File: src/logic/ccrs_pkg.sv
// shared constants and types for the core clock and reset sequencer
`default_nettype none

package ccrs_pkg;

   // register byte offsets on the apb port
   localparam logic [3:0] PWR_CTL_OFS    = 4'h0;
   localparam logic [3:0] STATUS_OFS     = 4'h4;

   // power_mgmt_control field layout and reset values
   localparam int         MULT_LSB       = 0;
   localparam int         MULT_W         = 6;
   localparam int         DIV_LSB        = 6;
   localparam int         DIV_W          = 2;
   localparam int         OUT_SEL_BIT    = 12;
   localparam logic [1:0] DIV_RST        = 2'h0;
   localparam logic       OUT_SEL_RST    = 1'b0;

   // status field layout
   localparam int         ST_RUN_BIT     = 0;
   localparam int         ST_PLL_BIT     = 1;
   localparam int         ST_STRAP_LSB   = 2;
   localparam int         ST_TAP_LSB     = 4;

   // ratio_select_pins encodings and the multipliers they start with
   localparam logic [1:0] RATIO_3        = 2'h0;
   localparam logic [1:0] RATIO_16       = 2'h1;
   localparam logic [1:0] RATIO_8        = 2'h2;
   localparam logic [1:0] RATIO_RSVD     = 2'h3;
   localparam logic [5:0] MULT_3         = 6'h03;
   localparam logic [5:0] MULT_16        = 6'h10;
   localparam logic [5:0] MULT_8         = 6'h08;
   localparam logic [5:0] MULT_DIRECT    = 6'h01;

   // pll lock wait, in input_clock_pin cycles
   localparam int         LOCK_CYCLES    = 4096;
   localparam int         SINCE_W        = 13;

   // test access port
   localparam int         IR_W           = 2;
   localparam int         BSR_LEN        = 8;
   localparam logic [1:0] IR_BYPASS      = 2'h3;

   typedef enum logic [3:0] {
      TAP_RESET, TAP_IDLE, TAP_SEL_DR, TAP_CAP_DR, TAP_SH_DR, TAP_EX1_DR,
      TAP_PA_DR, TAP_EX2_DR, TAP_UP_DR, TAP_SEL_IR, TAP_CAP_IR, TAP_SH_IR,
      TAP_EX1_IR, TAP_PA_IR, TAP_EX2_IR, TAP_UP_IR
   } ccrs_tap_t;

endpackage : ccrs_pkg

`default_nettype wire

File: src/logic/ccrs_lock_timer.sv
// pll lock wait counter, done rises on the n-th edge after release
`timescale 1ns/1ps
`default_nettype none

module ccrs_lock_timer #(
   parameter int N = 4096
) (
   // clock and reset
   input  wire logic ref_clk_i,
   input  wire logic reset_n_i,
   // status
   output logic      done_o
);
   import ccrs_pkg::*;

   logic [SINCE_W-1:0] cnt;

   // count stops once done, so a long run cannot wrap it
   always_ff @(posedge ref_clk_i) begin
      if (!reset_n_i) begin
         cnt    <= '0;
         done_o <= 1'b0;
      end else if (!done_o) begin
         cnt    <= cnt + 1'b1;
         done_o <= (cnt == SINCE_W'(N - 1));
      end
   end

endmodule : ccrs_lock_timer

`default_nettype wire

File: src/logic/ccrs_tap.sv
// boundary-scan test access port, tck sampled on the system clock
`timescale 1ns/1ps
`default_nettype none

module ccrs_tap #(
   parameter int LEN = 8
) (
   // clock and reset
   input  wire logic           ref_clk_i,
   input  wire logic           reset_n_i,
   // test pins
   input  wire logic           trst_n_i,
   input  wire logic           tck_i,
   input  wire logic           tms_i,
   input  wire logic           tdi_i,
   output logic                tdo_o,
   output logic                tdo_oe_o,
   // scan path contents
   input  wire logic [LEN-1:0] capture_i,
   output ccrs_pkg::ccrs_tap_t state_o
);
   import ccrs_pkg::*;

   ccrs_tap_t       next_state;
   logic            tck_q;
   logic            tck_rise;
   logic            tck_fall;
   logic [LEN-1:0]  bsr;
   logic [IR_W-1:0] ir;
   logic [IR_W-1:0] ir_sh;
   logic            byp;

   // tck is a plain synchronous input, edges found by one delay
   always_ff @(posedge ref_clk_i) begin
      if (!reset_n_i) tck_q <= 1'b0;
      else tck_q <= tck_i;
   end
   assign tck_rise = tck_i & ~tck_q;
   assign tck_fall = ~tck_i & tck_q;

   // standard sixteen-state controller steered by tms
   always_comb begin
      next_state = state_o;
      unique case (state_o)
         TAP_RESET:  next_state = tms_i ? TAP_RESET  : TAP_IDLE;
         TAP_IDLE:   next_state = tms_i ? TAP_SEL_DR : TAP_IDLE;
         TAP_SEL_DR: next_state = tms_i ? TAP_SEL_IR : TAP_CAP_DR;
         TAP_CAP_DR: next_state = tms_i ? TAP_EX1_DR : TAP_SH_DR;
         TAP_SH_DR:  next_state = tms_i ? TAP_EX1_DR : TAP_SH_DR;
         TAP_EX1_DR: next_state = tms_i ? TAP_UP_DR  : TAP_PA_DR;
         TAP_PA_DR:  next_state = tms_i ? TAP_EX2_DR : TAP_PA_DR;
         TAP_EX2_DR: next_state = tms_i ? TAP_UP_DR  : TAP_SH_DR;
         TAP_UP_DR:  next_state = tms_i ? TAP_SEL_DR : TAP_IDLE;
         TAP_SEL_IR: next_state = tms_i ? TAP_RESET  : TAP_CAP_IR;
         TAP_CAP_IR: next_state = tms_i ? TAP_EX1_IR : TAP_SH_IR;
         TAP_SH_IR:  next_state = tms_i ? TAP_EX1_IR : TAP_SH_IR;
         TAP_EX1_IR: next_state = tms_i ? TAP_UP_IR  : TAP_PA_IR;
         TAP_PA_IR:  next_state = tms_i ? TAP_EX2_IR : TAP_PA_IR;
         TAP_EX2_IR: next_state = tms_i ? TAP_UP_IR  : TAP_SH_IR;
         TAP_UP_IR:  next_state = tms_i ? TAP_SEL_DR : TAP_IDLE;
      endcase
   end

   // test reset wins over any tck edge in the same cycle
   always_ff @(posedge ref_clk_i) begin
      if (!reset_n_i || !trst_n_i) state_o <= TAP_RESET;
      else if (tck_rise) state_o <= next_state;
   end

   // scan and instruction shifting on the rising tck edge
   always_ff @(posedge ref_clk_i) begin
      if (!reset_n_i || !trst_n_i || state_o == TAP_RESET) begin
         bsr   <= '0;
         ir    <= IR_BYPASS;
         ir_sh <= '0;
         byp   <= 1'b0;
      end else if (tck_rise) begin
         unique case (state_o)
            TAP_CAP_DR: begin
               bsr <= capture_i;
               byp <= 1'b0;
            end
            TAP_SH_DR: begin
               bsr <= {tdi_i, bsr[LEN-1:1]};
               byp <= tdi_i;
            end
            TAP_CAP_IR: ir_sh <= IR_W'(1);
            TAP_SH_IR:  ir_sh <= {tdi_i, ir_sh[IR_W-1:1]};
            TAP_UP_IR:  ir    <= ir_sh;
            default: ;
         endcase
      end
   end

   // tdo changes on the falling edge, driven only while shifting
   always_ff @(posedge ref_clk_i) begin
      if (!reset_n_i || !trst_n_i) begin
         tdo_o    <= 1'b0;
         tdo_oe_o <= 1'b0;
      end else if (tck_fall) begin
         tdo_oe_o <= (state_o == TAP_SH_DR) || (state_o == TAP_SH_IR);
         if (state_o == TAP_SH_IR) tdo_o <= ir_sh[0];
         else tdo_o <= (ir == IR_BYPASS) ? byp : bsr[0];
      end
   end
endmodule : ccrs_tap

`default_nettype wire

File: src/logic/ccrs_top.sv
// core clock source, ratio, reset sequencing and shared output pin
`timescale 1ns/1ps
`default_nettype none

// Overview of operation
// - core clock from pll or input clock
// - ratio pins set start-up core frequency
// - codes 00=3:1, 01=16:1, 10=8:1, 11 reserved
// - software retunes multiplier/divider after reset
// - bit 12 picks clock or reset-out
// - reset-out mirrors core reset state outward
// - core starts 4096 clocks after release
// - tap driven by tms, tdi in, tdo out
module ccrs_top #(
   parameter int ADDR_W      = 12,
   parameter int LOCK_CYCLES = ccrs_pkg::LOCK_CYCLES
) (
   // clock and reset
   input  wire logic                        ref_clk_i,
   input  wire logic                        reset_n_i,
   // board straps
   input  wire logic [1:0]                  ratio_select_pins_i,
   // apb slave
   input  wire logic                        psel_i,
   input  wire logic                        penable_i,
   input  wire logic                        pwrite_i,
   input  wire logic [ADDR_W-1:0]           paddr_i,
   input  wire logic [31:0]                 pwdata_i,
   input  wire logic [3:0]                  pstrb_i,
   output logic                             pready_o,
   output logic [31:0]                      prdata_o,
   output logic                             pslverr_o,
   // core clocking and reset
   output logic                             core_clk_pll_o,
   output logic [ccrs_pkg::MULT_W-1:0]      core_mult_o,
   output logic [ccrs_pkg::DIV_W-1:0]       core_div_o,
   output logic                             core_rst_n_o,
   // shared reset-out / clock-out pin
   output logic                             shared_out_pin_o,
   // test port
   input  wire logic                        trst_n_i,
   input  wire logic                        tck_i,
   input  wire logic                        tms_i,
   input  wire logic                        tdi_i,
   output logic                             tdo_o,
   output logic                             tdo_oe_o
);
   import ccrs_pkg::*;

   logic [1:0]         strap;
   logic               lock_done;
   logic               run;
   logic               clk_out_sel;
   logic [DIV_W-1:0]   clk_cnt;
   logic               clk_tog;
   logic               acc;
   logic               fin;
   logic               hit_pm;
   logic               hit_st;
   logic               wr_ok;
   logic [31:0]        pm_word;
   logic [31:0]        st_word;
   logic [SINCE_W-1:0] since;
   ccrs_tap_t          tap_state;

   // start-up multiplier for each strap code
   function automatic logic [MULT_W-1:0] ratio_mult(input logic [1:0] code);
      unique case (code)
         RATIO_3:  ratio_mult = MULT_3;
         RATIO_16: ratio_mult = MULT_16;
         RATIO_8:  ratio_mult = MULT_8;
         default:  ratio_mult = MULT_DIRECT;
      endcase
   endfunction : ratio_mult

   // straps are followed while reset is low and frozen at release;
   // the board keeps reset low through power-up so they settle first
   always_ff @(posedge ref_clk_i) begin
      if (!reset_n_i) strap <= ratio_select_pins_i;
   end

   // pll lock wait; relies on the input clock never pausing
   ccrs_lock_timer #(
      .N         (LOCK_CYCLES - 1)
   ) u_lock (
      .ref_clk_i (ref_clk_i),
      .reset_n_i (reset_n_i),
      .done_o    (lock_done)
   );

   // core leaves reset one edge after lock, exactly LOCK_CYCLES in
   always_ff @(posedge ref_clk_i) begin
      if (!reset_n_i) run <= 1'b0;
      else run <= lock_done;
   end

   // core reset registered from lock_done like run, low through the lock wait
   always_ff @(posedge ref_clk_i) begin
      if (!reset_n_i) core_rst_n_o <= 1'b0;
      else core_rst_n_o <= lock_done;
   end

   // reserved strap code falls back to the raw input clock
   always_ff @(posedge ref_clk_i) begin
      if (!reset_n_i) core_clk_pll_o <= 1'b0;
      else core_clk_pll_o <= (strap != RATIO_RSVD);
   end

   // apb decode, one wait state so every answer comes from a flop
   assign acc    = psel_i & penable_i;
   assign fin    = acc & pready_o;
   assign hit_pm = (paddr_i == ADDR_W'(PWR_CTL_OFS));
   assign hit_st = (paddr_i == ADDR_W'(STATUS_OFS));
   // frequency writes are refused until the core is out of reset
   assign wr_ok  = fin & pwrite_i & hit_pm & run;

   // read views of both registers, unused bits read zero
   always_comb begin
      pm_word = '0;
      pm_word[MULT_LSB +: MULT_W] = core_mult_o;
      pm_word[DIV_LSB +: DIV_W]   = core_div_o;
      pm_word[OUT_SEL_BIT]        = clk_out_sel;
      st_word = '0;
      st_word[ST_RUN_BIT]         = run;
      st_word[ST_PLL_BIT]         = core_clk_pll_o;
      st_word[ST_STRAP_LSB +: 2]  = strap;
      st_word[ST_TAP_LSB +: 4]    = tap_state;
   end

   // pready rises in the second access cycle and drops after it
   always_ff @(posedge ref_clk_i) begin
      if (!reset_n_i) pready_o <= 1'b0;
      else pready_o <= acc & ~pready_o;
   end

   // error on unmapped address or an early frequency write
   always_ff @(posedge ref_clk_i) begin
      if (!reset_n_i) pslverr_o <= 1'b0;
      else pslverr_o <= acc & ~pready_o &
                        (~(hit_pm | hit_st) | (pwrite_i & hit_pm & ~run));
   end

   // read data captured with pready, zero otherwise
   always_ff @(posedge ref_clk_i) begin
      if (!reset_n_i) prdata_o <= '0;
      else if (acc & ~pready_o & ~pwrite_i & hit_pm) prdata_o <= pm_word;
      else if (acc & ~pready_o & ~pwrite_i & hit_st) prdata_o <= st_word;
      else prdata_o <= '0;
   end

   // multiplier tracks the straps until the core runs, then software
   always_ff @(posedge ref_clk_i) begin
      if (!reset_n_i || !run) begin
         core_mult_o <= ratio_mult(strap);
      end else if (wr_ok && pstrb_i[0]) begin
         core_mult_o <= pwdata_i[MULT_LSB +: MULT_W];
      end
   end

   // divider code, written in the same byte lane
   always_ff @(posedge ref_clk_i) begin
      if (!reset_n_i) core_div_o <= DIV_RST;
      else if (wr_ok && pstrb_i[0]) core_div_o <= pwdata_i[DIV_LSB +: DIV_W];
   end

   // output pin function select, byte lane one
   always_ff @(posedge ref_clk_i) begin
      if (!reset_n_i) clk_out_sel <= OUT_SEL_RST;
      else if (wr_ok && pstrb_i[1]) clk_out_sel <= pwdata_i[OUT_SEL_BIT];
   end

   // stand-in for the pll output: the real pll is analog and lives
   // outside this logic, so only a divided copy of the ref is made
   always_ff @(posedge ref_clk_i) begin
      if (!reset_n_i) begin
         clk_cnt <= '0;
         clk_tog <= 1'b0;
      end else if (clk_cnt >= core_div_o) begin
         clk_cnt <= '0;
         clk_tog <= ~clk_tog;
      end else begin
         clk_cnt <= clk_cnt + 1'b1;
      end
   end

   // shared pin: reset-out by default, low while the core is held;
   // fed from lock_done so it rises on the same edge as core reset
   always_ff @(posedge ref_clk_i) begin
      if (!reset_n_i) shared_out_pin_o <= 1'b0;
      else if (clk_out_sel) shared_out_pin_o <= clk_tog;
      else shared_out_pin_o <= lock_done;
   end

   // boundary scan sees the clocking state of the block
   ccrs_tap #(
      .LEN       (BSR_LEN)
   ) u_tap (
      .ref_clk_i (ref_clk_i),
      .reset_n_i (reset_n_i),
      .trst_n_i  (trst_n_i),
      .tck_i     (tck_i),
      .tms_i     (tms_i),
      .tdi_i     (tdi_i),
      .tdo_o     (tdo_o),
      .tdo_oe_o  (tdo_oe_o),
      .capture_i ({clk_out_sel, core_div_o, strap, core_clk_pll_o, run,
                   core_rst_n_o}),
      .state_o   (tap_state)
   );

   // checking helper: edges since reset release, saturating
   always_ff @(posedge ref_clk_i) begin
      if (!reset_n_i) since <= '0;
      else if (since != '1) since <= since + 1'b1;
   end
endmodule : ccrs_top

`default_nettype wire

File: config.mk
export PLATFORM = sky130hd
export DESIGN_NAME = ccrs_top
export DESIGN_NICKNAME = d
export VERILOG_FILES = /design/src/logic/ccrs_pkg.sv /design/src/logic/ccrs_lock_timer.sv /design/src/logic/ccrs_tap.sv /design/src/logic/ccrs_top.sv
export SDC_FILE = /design/constraint.sdc
export NUM_CORES = 1
export LEC_CHECK = 0
export BUFFER_PORTS_ARGS = -buffer_cell sky130_fd_sc_hd__buf_2
export CELL_PAD_IN_SITES_DETAIL_PLACEMENT = 0
export CELL_PAD_IN_SITES_GLOBAL_PLACEMENT = 2
export CORE_UTILIZATION = 32
export DETAILED_ROUTE_END_ITERATION = 10
export PLACE_DENSITY_LB_ADDON = 0.1
export SLEW_MARGIN = 20
export SYNTH_ARGS = -nofsm -noshare
export SYNTH_HDL_FRONTEND = slang
export SYNTH_SLANG_ARGS = --single-unit
File: constraint.sdc
create_clock -name ref_clk_i -period 4.94 [get_ports ref_clk_i]
set_input_delay 0.988 -clock ref_clk_i [delete_from_list [all_inputs] [get_ports ref_clk_i]]
set_output_delay 0.988 -clock ref_clk_i [all_outputs]
set_load 0.03 [all_outputs]
# Yosys cells after proc, flatten, opt, wreduce, memory -nomap -nowiden
# Cells that the tools add are included.
word_totals:
  in_bits: 59
  output_inout_bits: 47
  regBits: 85
  elab_cells: 119
classes:
  n_mux: 25
  addsub: 2
  eq_ne: 21
  reduce_logical: 23
  bitwise_logic: 24
  n_lt_le_gt_ge: 1
ops:
  columns: ["cell", "n"]
  rows:
  - ["4-bit case mux with 12 select lines", 1]
  - ["4-bit == test (second input constant)", 8]
  - ["4-bit by 3-bit == test with 1-bit output (second input constant)", 4]
  - ["4-bit 2-to-1 mux", 4]
  - ["8-bit case mux with 2 select lines", 1]
  - ["5-bit case mux with 3 select lines", 1]
  - ["1-bit AND", 14]
  - ["13-bit by 1-bit adder with 13-bit output (second input constant)", 1]
  - ["13-bit by 12-bit == test with 1-bit output (second input constant)", 1]
  - ["13-bit 2-to-1 mux", 1]
  - ["12-bit by 3-bit == test with 1-bit output (second input constant)", 1]
  - ["12-bit zero test", 1]
  - ["6-bit 2-to-1 mux", 2]
  - ["4-bit by 2-bit == test with 1-bit output (second input constant)", 2]
  - ["8-bit 2-to-1 mux", 1]
  - ["1-bit NOT", 8]
  - ["2-bit OR reduction", 4]
  - ["1-bit 2-to-1 mux", 7]
  - ["2-bit 2-to-1 mux", 3]
  - ["3-bit 2-to-1 mux", 2]
  - ["2-bit AND reduction", 3]
  - ["2-bit nonzero test", 3]
  - ["2-bit == test (second input constant)", 2]
  - ["4-bit by 1-bit == test with 1-bit output (second input constant)", 1]
  - ["other kinds (13)", 20]

# Depth between registers and ports, before layout
depth:
  depth_word: 8
  depth_mapped: 6
  ltp_nobuf: 6

# Cells and area by module
# A second synthesis with hierarchy kept.
unflattened:
  cells_unflattened: 333
  hier_area_um2: 3094.2
by_module_without_submodules:
  columns: ["module", "n_inst", "seq_area_each_um2", "area_each_um2", "cells_each"]
  rows:
  - ["ccrs_top", 1, 640.6, 1318.8, 126]
  - ["ccrs_tap", 1, 400.4, 1099.8, 132]
  - ["ccrs_lock_timer", 1, 280.3, 675.6, 75]

# Worst setup path before layout
# No wires, ideal clock.
synth_path:
  kind: "input-to-reg"
  startpoint: "input port paddr_i[4]"
  endpoint: "register core_mult_o[0] (netlist name), enable pin"
  path_buffers: 0
  slack_ps: 2401
  t_arrival_ps: 2235
  cell_stages: 4
  cell_sequence: "or4_1 > nor2_1 > and3_1 > or2_2"
synth_between:
  elab_chain_len: 5
synth_rtl:
  columns: ["element", "line", "text"]
  rows:
  - ["start: declaration", "ccrs_top.sv:27", "input wire logic [ADDR_W-1:0] paddr_i,"]
  - ["12-bit zero test", "ccrs_top.sv:112", "assign hit_pm = (paddr_i == ADDR_W'(PWR_CTL_OFS));"]
  - ["1-bit AND (2 in a row)", "ccrs_top.sv:115", "assign wr_ok = fin & pwrite_i & hit_pm & run;"]
  - ["1-bit logical AND", "ccrs_top.sv:155", "end else if (wr_ok && pstrb_i[0]) begin"]
  - ["2-bit nonzero test (no line)", null, null]
  - ["end signal: assignment", "ccrs_top.sv:154", "core_mult_o <= ratio_mult(strap);"]
  - ["end signal: assignment", "ccrs_top.sv:156", "core_mult_o <= pwdata_i[MULT_LSB +: MULT_W];"]
  - ["end: declaration", "ccrs_top.sv:35", "output logic [ccrs_pkg::MULT_W-1:0] core_mult_o,"]
# No other way between the ends.
# A chain may end at the register's enable or synchronous reset.

# Final worst setup path
layout_path:
  startpoint: "input port tck_i"
  endpoint: "register u_tap.bsr[7]"
layout_between:
  elab_chain_len: 2
layout_rtl:
  columns: ["element", "line", "text"]
  rows:
  - ["start: declaration", "ccrs_top.sv:42", "input wire logic tck_i,"]
  - ["1-bit AND", "ccrs_tap.sv:38", "assign tck_rise = tck_i & ~tck_q;"]
  - ["2-bit AND reduction (no line)", null, null]
  - ["end signal: assignment", "ccrs_tap.sv:80", "bsr <= capture_i;"]
  - ["end signal: assignment", "ccrs_tap.sv:84", "bsr <= {tdi_i, bsr[LEN-1:1]};"]
  - ["end: declaration", "ccrs_tap.sv:28", "logic [LEN-1:0] bsr;"]
# No other way between the ends.

==> out/qor.yml <==
status: "finished clean"
use_met3_pct: 3.06
detail_route.wl_per_cell_um: 13.0
clock_sinks: 62
viasPerCell: 4.54
drt-total-wl_um: 6640
rows: 35
gp_congestion: 0.732
die_area_mm2: 0.0100
tns_ns: 0
antenna_cells: 0
cts_resized: 0
leakage_nw: 1.42
grt_util_met1_pct: 19.0
ios: 106
layout_min_cycle_time_ns: 2.49
fmax_mhz: 401
die_h_um: 100
yosysSeqAreaShare_pct: 42.9
drc: 0
core_mm2: 0.00928
syn_area_per_cell_um2: 9.57
clockBufferDepth: 2
clkTransAtPathRegs_ns: 0.07
synth_enable_flop_cells: 8
cts_root_buf: "clkbuf_8"
dpl.hpwl_um: 4610
synth-seq-cells: 62
setup_violations: 0
synth_warnings: 0
vdd_drop_max_mv: 0.116
fin_crit_sh_pct: 50.5
antenna_found_initial: 0
grt_max_degree: 20
synthFlopType: "dfxtp_1"
hold_viol_final: 0
critical_path_required_ns: 5.15
final_util_pct: 37.3
fin_hold_ws_ns: 0.451
synth_top_area_share_pct: 35.1
drtIter0Drc: 56
finalNetCount: 443
cp.arrival_ns: 2.70
slew_violations: 0
start_util_pct: 33.2
clock_latency_ns: 0.33
dr.pass1.iters: 4
layout-drive-gt1-share_pct: 21.8
num-fill-cells: 1020
async_reset_ff_share_pct: 0
worstSetupPathType: "input port to flip-flop"
portBuffers: 57
rsz0062_at_grt: "no"
post-cts-setup-buffers: 0
top_usage_layer: "met2"
synthMostInstantiatedCell: "dfxtp_1"
path_max_fanout: 16
synth_area_leaders: "dfxtp_1 35%, edfxtp_1 7.8%, buf_4 5.6%"
numCtsBuffers: 9
via_count: 2313
synth_area_leader_cell: "dfxtp_1"
syn_inst: 322
skew_ns: 0.00630
cts_tree: "yes"
overflow: 0
worst_pin_slew_ns: 0.876
crit_path_end_kind: "flip-flop"
area_growth_syn_to_layout_pct: 12.5
grt_pass1_vias: 2194
timing.slew.headroom_pct: 41.5
track_usage_pct: 14.2
netlist_area_mm2: 0.00308
met2_usage_pct: 21.9
power_density_mw_per_mm2: 288
grt_pass1_wl_um: 10900
ctsHoldBuffers: 0
hp-class: "flip-flop to flip-flop"
synth_common_cells: "54 x dfxtp_1, 39 x nor2_1, 23 x buf_4"
ant_nets: 0
dieWidth_um: 100
cp-start-kind: "input port"
synth_cell_types: 53
maxCapViolations: 0
cts_max_level: 3
[path summary, 6_finish.rpt]
| kind | start | endpoint | slack, ns | depth (start not counted) |
|---|---|---|---|---|
| worst max-delay path | tck_i | u_tap.bsr[7]$_SDFFE_PP0P_ | 2.45 | 5 |
| worst min register to register | u_tap.tdo_o$_SDFFE_PP0P_ | u_tap.tdo_o$_SDFFE_PP0P_ | 0.45 | 2 |
| worst max register to register | u_tap.state_o[2]$_SDFFE_PP0P_ | u_tap.bsr[1]$_SDFFE_PP0P_ | 2.90 | 4 |
| worst min-delay path | u_tap.tdo_o$_SDFFE_PP0P_ | u_tap.tdo_o$_SDFFE_PP0P_ | 0.45 | 2 |
[report_power, final]
part	internal (mW)	total, mW	leakage [nW]	switching [mW]
Combinational	0.0300	0.0955	0.813	0.0655
Sequential	0.521	0.536	0.527	0.0142
Clock	0.182	0.369	0.0784	0.187
Total	0.733	1.00	1.42	0.267
[worst max-delay path: stages]
cell and delay (ns):
buf_2 0.10, nor2b_1 0.70, o211a_1 0.59, mux2i_1 0.24, a21oi_1 0.08
[cells in the final DEF, fill, tap and decap left out, drive strengths merged, types with 6 or more instances in the layout]
master	Yosys	routed
buf	27	58
xnor2	9	9
clkbuf	9	14
conb	1	23
dfxtp	54	54
mux2i	9	9
inv	12	12
nand2b	6	6
nor2	39	39
nor2b	8	8
nor4	8	8
a22o	8	8
nand3	7	7
a21oi	18	18
a211oi	11	11
nor3	7	7
edfxtp	8	8
nand2	18	18
ha	8	8
[per-layer routing]
layer	share of wire, %	vias to the layer above
met4	1.6	0
met3	3.0	11
met2	46	47
met5	0	-
met1	50	1066
li1	-	1189
[per-stage QoR]
stage               total power [mW]  std cells  instance area (µm²)  setup slack (ns)
finish                          1.00        510                 3470              2.45
global route                    1.06        510                 3470              2.24
CTS                             1.02        510                 3470              2.47
detailed placement             0.643        494                 3310              2.13
global placement               0.643        494                 3310              2.13
floorplan                      0.630        344                 3170              2.40
[logic make-up (layout without fill, tap and decap cells)]
group | after synthesis | in the layout | share of synthesized area (%)
AND/OR/NAND/NOR | 121 | 121 | 22.3
multiplexers | 13 | 13 | 4.38
AO/OA/AOI/OAI | 53 | 53 | 11.6
buffers and inverters | 50 | 87 | 11.5
other | 1 | 23 | 0.122
XOR/XNOR | 14 | 14 | 3.98
adder cells (fa/ha/maj) | 8 | 8 | 3.25
flip-flops | 62 | 62 | 42.9
[registers in the layout (all words and copies together) (netlist names), 2 cells and up]
name           count
core_div_o         2
u_tap.ir_sh        2
core_mult_o        6
u_tap.state_o      4
u_lock.cnt        13
strap              2
u_tap.ir           2
prdata_o           9
clk_cnt            2
u_tap.bsr          8
[area by class of cell]
| type | count | area, µm² | area share, % |
|---|---|---|---|
| flip-flops and latches | 62 | 1320 | 38.1 |
| clock buffers | 14 | 143 | 4.11 |
| clock inverters | 2 | 10.0 | 0.289 |
| inverters | 13 | 48.8 | 1.41 |
| multi-input cells | 232 | 1490 | 43.0 |
| well taps | 129 | 161 | 4.66 |
| repair buffers | 58 | 293 | 8.44 |
Power figures use the tool's default switching activity.
